`src/rtl/bcd_pkg.sv`:
```
// Purpose: shared constants and types for the bit-op and carry-add decoder
// Assumes: one byte-wide instruction stream, 4-bit data nibbles, 12-bit nibble addresses
// Notes:   opcodes, field values and memory windows are named here only once
package bcd_pkg;

  // ***************************************************************
  // opcodes (first byte)
  // ***************************************************************
  localparam logic [7:0] OPC_ADC_AHL  = 8'h3E;
  localparam logic [7:0] OPC_PAIR_PFX = 8'hDC;
  localparam logic [3:0] OPC_ADS_AIM  = 4'hA;
  localparam logic [7:0] OPC_BIT_CLR  = 8'hFE;
  localparam logic [7:0] OPC_C_AND    = 8'hF5;
  localparam logic [7:0] OPC_C_OR     = 8'hF6;
  localparam logic [7:0] OPC_C_XOR    = 8'hF7;
  localparam logic [7:0] OPC_C_STORE  = 8'hFC;
  localparam logic [7:0] OPC_C_LOAD   = 8'hF4;
  localparam logic [1:0] DIRCLR_HI    = 2'h3;
  localparam logic [3:0] DIRCLR_LO    = 4'h0;

  // ***************************************************************
  // second-byte fields, window bases and instruction lengths
  // ***************************************************************
  localparam logic [4:0] ADC_TO_EA    = 5'h15;
  localparam logic [4:0] ADC_TO_PAIR  = 5'h14;
  localparam logic [1:0] FORM_PTR     = 2'h0;
  localparam logic [1:0] FORM_IDX     = 2'h1;
  localparam logic [1:0] FORM_WIN0    = 2'h2;
  localparam logic [1:0] FORM_WIN1    = 2'h3;
  localparam logic [7:0] WIN0_BASE    = 8'hFB;
  localparam logic [7:0] WIN1_BASE    = 8'hFF;
  localparam logic [3:0] IDX_BANK     = 4'hF;
  localparam logic [1:0] PAIR_EA      = 2'h0;
  localparam logic [1:0] PAIR_PTR     = 2'h1;
  localparam logic [1:0] LEN_ONE      = 2'h1;
  localparam logic [1:0] LEN_TWO      = 2'h2;

  // ***************************************************************
  // types
  // ***************************************************************
  typedef enum logic [4:0] {
    ST_FETCH  = 5'h01,
    ST_FETCH2 = 5'h02,
    ST_RD     = 5'h04,
    ST_EXEC   = 5'h08,
    ST_IDLE   = 5'h10
  } bcd_state_type;

  typedef enum logic [3:0] {
    OP_NONE, OP_ADC_AHL, OP_PAIR, OP_DIRCLR, OP_CLR, OP_AND, OP_OR, OP_XOR, OP_STORE, OP_LOAD
  } bcd_op_type;

  typedef struct packed {
    logic        ok;
    logic [11:0] addr;
    logic [1:0]  bsel;
  } bcd_bitaddr_type;

endpackage

```
`src/rtl/bcd_core.sv`:
```
// Purpose: decode and execute bit ops, carry/bit moves and add-with-carry
// Assumes: memory read data is valid the cycle after mem_rd; same clock as the core
// Notes:   one instruction at a time; ins_ready stalls the fetch stream
//
// Contract
// - add-with-carry writes sum, source untouched
// - carry set on overflow, cleared otherwise
// - overflowing ADC A,@HL skips following immediate add
// - only ADC A,@HL arms that skip
// - ADC A,@HL single byte, one cycle; core takes three clocks (fetch, read, execute)
// - pair form to extended_accumulator, two bytes
// - pair form to dest_pair, bit3 zero
// - indexed form: operand bits plus pointer low
// - carry AND addressed bit
// - carry OR addressed bit, opcode F6
// - carry XOR addressed bit, opcode F7
// - second byte 10/11 picks I/O window
// - store carry into addressed bit
// - load addressed bit into carry, opcode F4
// - direct bit clear with address byte
`timescale 1ns/1ps
module bcd_core
  import bcd_pkg::*;
(
  // clock and reset
  input  wire logic        clk,
  input  wire logic        rst_b,
  // instruction stream
  input  wire logic        ins_valid,
  input  wire logic [7:0]  ins_byte,
  output logic             ins_ready_ff,
  // data memory
  input  wire logic [3:0]  data_bank,
  input  wire logic [3:0]  mem_rdata,
  output logic [11:0]      mem_addr_ff,
  output logic             mem_rd_ff,
  output logic             mem_wr_ff,
  output logic [3:0]       mem_wdata_ff,
  // core state
  output logic             carry_ff,
  output logic [7:0]       ea_ff,
  output logic             instr_done_ff,
  output logic [1:0]       instr_len_ff,
  output logic             skipped_ff,
  output logic             illegal_ff
);

  // ***************************************************************
  // helpers
  // ***************************************************************
  function automatic bcd_bitaddr_type bit_addr(input logic [7:0] b2, input logic [7:0] hl,
                                               input logic [3:0] bank);
    bcd_bitaddr_type r;
    r = '{ok: 1'b1, addr: {bank, hl[7:4], b2[3:0]}, bsel: b2[5:4]};
    case (b2[7:6])
      FORM_IDX:  r = '{ok: (b2[5:4] == 2'h0), addr: {IDX_BANK, b2[5:0], hl[3:2]}, bsel: hl[1:0]};
      FORM_WIN0: r.addr = {WIN0_BASE, b2[3:0]};
      FORM_WIN1: r.addr = {WIN1_BASE, b2[3:0]};
      default:   r.addr = {bank, hl[7:4], b2[3:0]};
    endcase
    return r;
  endfunction

  function automatic logic [3:0] put_bit(input logic [3:0] d, input logic [1:0] i, input logic v);
    logic [3:0] r;
    r    = d;
    r[i] = v;
    return r;
  endfunction

  // ***************************************************************
  // state
  // ***************************************************************
  bcd_state_type   state_ff, nxt_state;
  bcd_op_type      op_ff, nxt_op;
  logic [7:0]      byte1_ff, nxt_byte1;
  logic [1:0]      bit_ff, nxt_bit;
  logic [7:0]      pair_ff [4];
  logic [7:0]      nxt_pair [4];
  logic            skip_pend_ff, nxt_skip_pend;
  logic            nxt_carry, nxt_ready, nxt_rd, nxt_wr, nxt_done, nxt_skipped, nxt_illegal;
  logic [11:0]     nxt_addr;
  logic [3:0]      nxt_wdata;
  logic [1:0]      nxt_len;
  logic            take;
  logic [8:0]      sum8;
  logic [4:0]      sum4;
  logic            mbit;
  bcd_bitaddr_type ba;

  assign take = ins_valid & ins_ready_ff;
  assign mbit = mem_rdata[bit_ff];

  always_comb
  begin
    nxt_state     = state_ff;
    nxt_op        = op_ff;
    nxt_byte1     = byte1_ff;
    nxt_bit       = bit_ff;
    nxt_pair      = pair_ff;
    nxt_skip_pend = skip_pend_ff;
    nxt_carry     = carry_ff;
    nxt_ready     = ins_ready_ff;
    nxt_rd        = 1'b0;
    nxt_wr        = 1'b0;
    nxt_addr      = mem_addr_ff;
    nxt_wdata     = mem_wdata_ff;
    nxt_done      = 1'b0;
    nxt_len       = instr_len_ff;
    nxt_skipped   = 1'b0;
    nxt_illegal   = 1'b0;
    sum8          = 9'h000;
    sum4          = 5'h00;
    ba            = bit_addr(ins_byte, pair_ff[PAIR_PTR], data_bank);
    case (state_ff)
      ST_IDLE:
      begin
        nxt_state = ST_FETCH;
        nxt_ready = 1'b1;
      end
      ST_FETCH:
        if (take)
        begin
          nxt_byte1     = ins_byte;
          nxt_skip_pend = 1'b0;
          nxt_len       = LEN_ONE;
          if (ins_byte == OPC_ADC_AHL)
          begin
            // read (H,L) now; single byte, so finishes as a one-byte instruction
            nxt_op    = OP_ADC_AHL;
            nxt_addr  = {data_bank, pair_ff[PAIR_PTR]};
            nxt_rd    = 1'b1;
            nxt_ready = 1'b0;
            nxt_state = ST_RD;
          end
          else if (ins_byte[7:4] == OPC_ADS_AIM)
          begin
            nxt_done = 1'b1;
            if (skip_pend_ff)
              nxt_skipped = 1'b1;
            else
              nxt_pair[PAIR_EA][3:0] = ins_byte[3:0] + pair_ff[PAIR_EA][3:0];
          end
          else if (ins_byte == OPC_PAIR_PFX || ins_byte == OPC_BIT_CLR || ins_byte == OPC_C_AND ||
                   ins_byte == OPC_C_OR || ins_byte == OPC_C_XOR || ins_byte == OPC_C_STORE ||
                   ins_byte == OPC_C_LOAD ||
                   (ins_byte[7:6] == DIRCLR_HI && ins_byte[3:0] == DIRCLR_LO))
            nxt_state = ST_FETCH2;
          else
          begin
            nxt_done    = 1'b1;
            nxt_illegal = 1'b1;
          end
        end
      ST_FETCH2:
        if (take)
        begin
          nxt_len   = LEN_TWO;
          nxt_bit   = ba.bsel;
          nxt_addr  = ba.addr;
          nxt_rd    = 1'b1;
          nxt_ready = 1'b0;
          nxt_state = ST_RD;
          case (byte1_ff)
            OPC_PAIR_PFX: nxt_op = OP_PAIR;
            OPC_BIT_CLR:  nxt_op = OP_CLR;
            OPC_C_AND:    nxt_op = OP_AND;
            OPC_C_OR:     nxt_op = OP_OR;
            OPC_C_XOR:    nxt_op = OP_XOR;
            OPC_C_STORE:  nxt_op = OP_STORE;
            OPC_C_LOAD:   nxt_op = OP_LOAD;
            default:
            begin
              nxt_op   = OP_DIRCLR;
              nxt_bit  = byte1_ff[5:4];
              nxt_addr = {data_bank, ins_byte};
            end
          endcase
          if (byte1_ff == OPC_PAIR_PFX)
          begin
            // register pair add needs no memory; it completes here
            nxt_rd    = 1'b0;
            nxt_ready = 1'b1;
            nxt_state = ST_FETCH;
            nxt_done  = 1'b1;
            if (ins_byte[0] == 1'b0 && ins_byte[7:3] == ADC_TO_EA)
            begin
              sum8                = {1'b0, pair_ff[PAIR_EA]} + {1'b0, pair_ff[ins_byte[2:1]]} + {8'h00, carry_ff};
              nxt_pair[PAIR_EA]   = sum8[7:0];
              nxt_carry           = sum8[8];
            end
            else if (ins_byte[0] == 1'b0 && ins_byte[7:3] == ADC_TO_PAIR)
            begin
              sum8                      = {1'b0, pair_ff[ins_byte[2:1]]} + {1'b0, pair_ff[PAIR_EA]} +
                                          {8'h00, carry_ff};
              nxt_pair[ins_byte[2:1]] = sum8[7:0];
              nxt_carry                 = sum8[8];
            end
            else
              nxt_illegal = 1'b1;
          end
          else if (byte1_ff != OPC_PAIR_PFX && byte1_ff[3:0] != DIRCLR_LO && !ba.ok)
          begin
            nxt_rd      = 1'b0;
            nxt_ready   = 1'b1;
            nxt_state   = ST_FETCH;
            nxt_done    = 1'b1;
            nxt_illegal = 1'b1;
          end
        end
      ST_RD:
        nxt_state = ST_EXEC;
      ST_EXEC:
      begin
        nxt_state = ST_FETCH;
        nxt_ready = 1'b1;
        nxt_done  = 1'b1;
        case (op_ff)
          OP_ADC_AHL:
          begin
            sum4                   = {1'b0, pair_ff[PAIR_EA][3:0]} + {1'b0, mem_rdata} + {4'h0, carry_ff};
            nxt_pair[PAIR_EA][3:0] = sum4[3:0];
            nxt_carry              = sum4[4];
            nxt_skip_pend          = sum4[4];
          end
          OP_CLR, OP_DIRCLR:
          begin
            nxt_wr    = 1'b1;
            nxt_wdata = put_bit(mem_rdata, bit_ff, 1'b0);
          end
          OP_STORE:
          begin
            nxt_wr    = 1'b1;
            nxt_wdata = put_bit(mem_rdata, bit_ff, carry_ff);
          end
          OP_AND:  nxt_carry = carry_ff & mbit;
          OP_OR:   nxt_carry = carry_ff | mbit;
          OP_XOR:  nxt_carry = carry_ff ^ mbit;
          OP_LOAD: nxt_carry = mbit;
          default: nxt_illegal = 1'b1;
        endcase
      end
      default:
        nxt_state = ST_IDLE;
    endcase
  end

  always_ff @(posedge clk)
  begin
    if (!rst_b)
    begin
      state_ff      <= ST_IDLE;
      op_ff         <= OP_NONE;
      byte1_ff      <= 8'h00;
      bit_ff        <= 2'h0;
      pair_ff       <= '{default: 8'h00};
      skip_pend_ff  <= 1'b0;
      carry_ff      <= 1'b0;
      ins_ready_ff  <= 1'b0;
      mem_addr_ff   <= 12'h000;
      mem_rd_ff     <= 1'b0;
      mem_wr_ff     <= 1'b0;
      mem_wdata_ff  <= 4'h0;
      instr_done_ff <= 1'b0;
      instr_len_ff  <= 2'h0;
      skipped_ff    <= 1'b0;
      illegal_ff    <= 1'b0;
    end
    else
    begin
      state_ff      <= nxt_state;
      op_ff         <= nxt_op;
      byte1_ff      <= nxt_byte1;
      bit_ff        <= nxt_bit;
      pair_ff       <= nxt_pair;
      skip_pend_ff  <= nxt_skip_pend;
      carry_ff      <= nxt_carry;
      ins_ready_ff  <= nxt_ready;
      mem_addr_ff   <= nxt_addr;
      mem_rd_ff     <= nxt_rd;
      mem_wr_ff     <= nxt_wr;
      mem_wdata_ff  <= nxt_wdata;
      instr_done_ff <= nxt_done;
      instr_len_ff  <= nxt_len;
      skipped_ff    <= nxt_skipped;
      illegal_ff    <= nxt_illegal;
    end
  end

  always_comb ea_ff = pair_ff[PAIR_EA];

  // ***************************************************************
  // checks
  // ***************************************************************
  AST_ADC_SUM: assert property (@(posedge clk) disable iff (!rst_b)
    (state_ff == ST_EXEC && op_ff == OP_ADC_AHL) |=>
    {carry_ff, ea_ff[3:0]} == $past(ea_ff[3:0]) + $past(mem_rdata) + $past(carry_ff))
    else $error("adc sum wrong");
  AST_ADC_CARRY: assert property (@(posedge clk) disable iff (!rst_b)
    (state_ff == ST_FETCH2 && take && byte1_ff == OPC_PAIR_PFX && ins_byte[7:3] == ADC_TO_EA && !ins_byte[0])
    |=> carry_ff == ($past({1'b0, ea_ff}) + $past({1'b0, pair_ff[ins_byte[2:1]]}) + $past({8'h00, carry_ff})) > 9'h0FF)
    else $error("pair carry wrong");
  AST_SKIP_ADS: assert property (@(posedge clk) disable iff (!rst_b)
    (state_ff == ST_FETCH && take && ins_byte[7:4] == OPC_ADS_AIM && skip_pend_ff) |=> skipped_ff && $stable(ea_ff))
    else $error("immediate add not skipped");
  AST_NO_SKIP: assert property (@(posedge clk) disable iff (!rst_b)
    (state_ff == ST_FETCH && take && op_ff != OP_ADC_AHL) |=> !skipped_ff ##1 !skip_pend_ff)
    else $error("skip armed by wrong instruction");
  AST_ADC_LEN: assert property (@(posedge clk) disable iff (!rst_b)
    (state_ff == ST_FETCH && take && ins_byte == OPC_ADC_AHL) |=> mem_rd_ff ##2 instr_done_ff && instr_len_ff == LEN_ONE)
    else $error("adc length wrong");
  AST_PAIR_LEN: assert property (@(posedge clk) disable iff (!rst_b)
    (state_ff == ST_FETCH2 && take && byte1_ff == OPC_PAIR_PFX) |=> instr_done_ff && instr_len_ff == LEN_TWO)
    else $error("pair add length wrong");
  AST_CLR_BIT: assert property (@(posedge clk) disable iff (!rst_b)
    (state_ff == ST_EXEC && (op_ff == OP_CLR || op_ff == OP_DIRCLR)) |=>
    mem_wr_ff && !mem_wdata_ff[$past(bit_ff)])
    else $error("bit not cleared");
  AST_OR_BIT: assert property (@(posedge clk) disable iff (!rst_b)
    (state_ff == ST_EXEC && op_ff == OP_OR) |=> carry_ff == ($past(carry_ff) | $past(mbit)))
    else $error("carry or wrong");
  AST_IO_WIN: assert property (@(posedge clk) disable iff (!rst_b)
    (state_ff == ST_FETCH2 && take && byte1_ff == OPC_C_LOAD && ins_byte[7:6] == FORM_WIN0) |=>
    mem_addr_ff[11:4] == WIN0_BASE && mem_rd_ff)
    else $error("io window wrong");
  AST_STORE: assert property (@(posedge clk) disable iff (!rst_b)
    (state_ff == ST_EXEC && op_ff == OP_STORE) |=> mem_wr_ff && mem_wdata_ff[$past(bit_ff)] == $past(carry_ff))
    else $error("carry store wrong");

endmodule

```
`config.mk`:
```
export PLATFORM = sky130hd
export DESIGN_NAME = bcd_core
export DESIGN_NICKNAME = d
export VERILOG_FILES = /design/src/rtl/bcd_pkg.sv /design/src/rtl/bcd_core.sv
export SDC_FILE = /design/constraint.sdc
export NUM_CORES = 1
export LEC_CHECK = 0
export BUFFER_PORTS_ARGS = -buffer_cell sky130_fd_sc_hd__buf_2
export CAP_MARGIN = 5
export CORE_MARGIN = 5
export CORE_UTILIZATION = 59
export DETAILED_ROUTE_END_ITERATION = 10
export HOLD_SLACK_MARGIN = 0.15
export MAX_ROUTING_LAYER = met4
export PLACE_DENSITY_LB_ADDON = 0.12
export SYNTH_ARGS = -nofsm -noshare
export SYNTH_HDL_FRONTEND = slang
export SYNTH_SLANG_ARGS = --single-unit
```
`constraint.sdc`:
```
create_clock -name clk -period 4.1 [get_ports clk]
set_input_delay 0 -clock clk [delete_from_list [all_inputs] [get_ports clk]]
set_output_delay 0 -clock clk [all_outputs]
set_load 0.005 [all_outputs]
```
==> flow_summary.yaml <==
route:
  post_drt_wl_per_cell_um: 17.68
  drt_iter0_markers: 265
  vias: 4055
  drt_wl_total_um: 11740
  route.detailed.drc: 0
  ant_nets: 0
  dr.pass1.iters: 5
  vias_per_cell: 6.107
setup_path:
  cp.required_ns: 4.34
  reg2reg_setup_slack_ns: 1.33
  reg2reg_depth: 10
  crit_chain: "mux4_2 -> fa_1 -> inv_1 -> fa_1 -> nor2b_1 -> o31a_1 -> o21a_1 -> o21ai_0 -> nor4b_1 -> o41ai_1"
  max_stage_delay_ns: 0.49
  slowest_stage: "mux4_2"
  critPathCaptureType: "register"
  path_class: "register to register"
  crit_family: "compound AO/OA/AOI/OAI gates"
  reg2reg_from: "ea_ff[0]"
  cp.arrival_ns: 3.02
  cp_common_cell: "fa_1"
  crit_fanout: 6
  worstReg2RegEnd: "carry_ff"
  cp_num_buf_inv: 1
  start_kind: "register"
timing:
  drv_slew: 0
  hold_viol_final: 0
  finalCritPeriodShare: 0.6764
  fin_crit_ns: 2.773
  finClkSkew_ns: 0.006365
  setup_violations: 0
  relSlewSlack: 0.2153
  setup_tns_ns: 0
  grt_setup_unrepaired: "false"
  timing.fmax_ghz: 0.3606
  tightest_slew_ns: 1.173
  timing.hold.ws_ns: 0.1816
placed_design:
  gp_congestion: 0.8893
  io_buffer_count: 51
  postPlaceCellArea_sq_mm: 0.004800
  dp_hpwl_um: 8313
pwr:
  pwr-share-comb: 0.132
  seqPwrFrac: 0.513
  ir_worst_vdd_mv: 0.1672
  p_int_mw: 1.117
  power_density_mw_per_mm2: 301.5
  p_sw_mw: 0.4253
  leakage_nw: 2.165
  p_clk_frac: 0.355
  sw_frac_of_total: 0.2758
yosys:
  netlist_instances: 525
  syn-cell-area_sq_mm: 0.004612
  ys.flop_type: "dfxtp_1"
  async_flop_share: 0
  synth-seq-cells: 77
  ys_seq_area_frac: 0.3342
  synth.distinct_cells: 61
  syn_nets: 564
  yosysWarnings: 0
  synth-edff-count: 0
  syn_area_per_cell_sq_um: 8.785
flow_run:
  max_cap_violations: 0
die:
  core-area_sq_mm: 0.007687
  dieWidth_um: 98.41
  rows: 32
  ios: 52
  start_util: 0.5999
  die_h_um: 98.41
  die-area_sq_mm: 0.009685
cts:
  htreeDepth: 3
  worstSkewPairLatency_ns: 0.36
  clockRootBuffer: "clkbuf_8"
  cts.sinks: 77
  numCtsBuffers: 9
  clk_pin_slew_ns: 0.08
  ctsResizeCount: 0
  cts_tree: "done"
  cts_buffer_depth: 2
hold_path:
  min-delay-start: "ins_byte[2]"
  hold_depth: 3
  hold_path.class: "primary input to register"
  hold_end: "byte1_ff[2]"
grt:
  track_usage: 0.2554
  antenna_found_initial: 0
  grt_max_degree: 54
  grt_pass1_wl_um: 19420
  grt_overflow: 0
  grt_pass1_vias: 3845
layout:
  design_area_sq_mm: 0.005115
  areaGrowthSynthToFinish_pct: 10.91
  drive_gt1_frac: 0.1637
  diodes: 0
  layout.nets: 597
status:
  status: "finished clean"
## metrics by stage
step	worst slack [ns]	instances	total power [mW]	util
after global routing	1.089	664	1.615	0.6654
after global placement	1.315	636	0.9965	0.6243
after CTS	1.377	664	1.548	0.6654
after floorplan	1.132	525	0.9552	-
final	1.327	664	1.542	0.6654
after detailed placement	1.282	636	0.9993	0.6243
## cells in the mapped netlist (5+ instances only)
library cell / count / share of area
nor2b_1: 26 / 0.035
clkbuf_1: 34 / 0.028
a21o_1: 5 / 0.0081
nand3_1: 19 / 0.021
mux4_2: 9 / 0.044
nor2_1: 27 / 0.022
fa_1: 5 / 0.022
buf_4: 8 / 0.013
o2111ai_1: 8 / 0.015
a31oi_1: 5 / 0.0068
nand2_1: 56 / 0.046
and2_1: 5 / 0.0068
o211a_1: 11 / 0.024
a21oi_1: 14 / 0.015
mux2i_1: 24 / 0.052
ha_1: 15 / 0.041
dfxtp_1: 77 / 0.33
o21ai_0: 31 / 0.034
inv_1: 11 / 0.0090
xnor2_1: 8 / 0.015
nor3b_1: 5 / 0.0081
nor3_1: 9 / 0.0098
a21boi_0: 17 / 0.028
nand2b_1: 6 / 0.0081
or3_1: 7 / 0.0095
and3_1: 10 / 0.014
## sequential cells by signal (all words and copies together), names as in the netlist, 2 cells and up
signal and cells:
mem_wdata_ff 4, op_ff 4, ea_ff 8, pair_ff 24, instr_len_ff 2, bit_ff 2, mem_addr_ff 12, state_ff 5
byte1_ff 8
## metal layers
metal  track usage  up-vias  wire, um  share of wire
met4       0.08298        0       218          0.019
met3       0.05662       23       840          0.072
li1              -     1977         -              -
met2        0.3900      150      5363           0.46
met1        0.3381     1905      5316           0.45
met5             -        -         0              0
## area by class of cell
type,instances,area [sq um]
Clock buffer,12,165.2
Clock inverter,3,20.02
Fill cell,673,2572
Inverter,11,41.29
Multi-Input combinational cell,391,2804
Sequential cell,77,1541
Tap cell,102,127.6
Timing Repair Buffer,68,415.4
## cells by family (layout without fill, tap and decap cells)
kind of cell,Yosys count,after routing,synth area share
buf+inv,57,94,0.05779
compound gates,128,128,0.1962
fa+ha+maj,20,20,0.06240
mux,34,34,0.09848
simple gates,198,198,0.2301
xor+xnor,11,11,0.02089
flops,77,77,0.3342
## tightest hold or removal path: cells and delay by family
kind,cells,cell delay [ns]
muxes,1,0.19
buffers and inverters,1,0.25
and+or+nand+nor,1,0.05
## worst max-delay path by stage
| stage | startpoint | end | slack [ns] | depth (start not counted) |
|---|---|---|---|---|
| after floorplan | ins_byte[2] | carry_ff | 1.13 | 12 |
| after global placement | ins_byte[2] | carry_ff | 1.32 | 11 |
| after detailed placement | ins_byte[2] | carry_ff | 1.28 | 11 |
| after CTS | ea_ff[0] | carry_ff | 1.38 | 10 |
| after global routing | ea_ff[0] | carry_ff | 1.09 | 10 |
| final | ea_ff[0] | carry_ff | 1.33 | 10 |
## what timing repair did
item,CTS,global route
hold buffers,13,0
hold endpoints to repair,17,0
setup buffers,0,0
## cells in the final DEF (no fill, tap or decap), types with 7 or more instances in the layout
cell type,count
a21oi_1,14
o2111ai_1,8
and3_1,10
nor2b_1,26
o211a_1,11
inv_1,11
nand2_1,56
dfxtp_1,77
mux4_2,9
ha_1,15
mux2i_1,24
a21boi_0,17
or3_1,7
buf_2,51
nor2_1,27
xnor2_1,8
nor3_1,9
o21ai_0,31
nand3_1,19
dlygate4sd3_1,13
clkbuf_8,12
## power groups by stage
stage,logic [mW],clock network [mW],registers (mW)
floorplan,0.155,0,0.800
global placement,0.190,0,0.807
detailed placement,0.192,0,0.808
CTS,0.203,0.555,0.790
global route,0.227,0.593,0.796
finish,0.204,0.547,0.791
No activity file was read; power rests on OpenSTA's default activity.
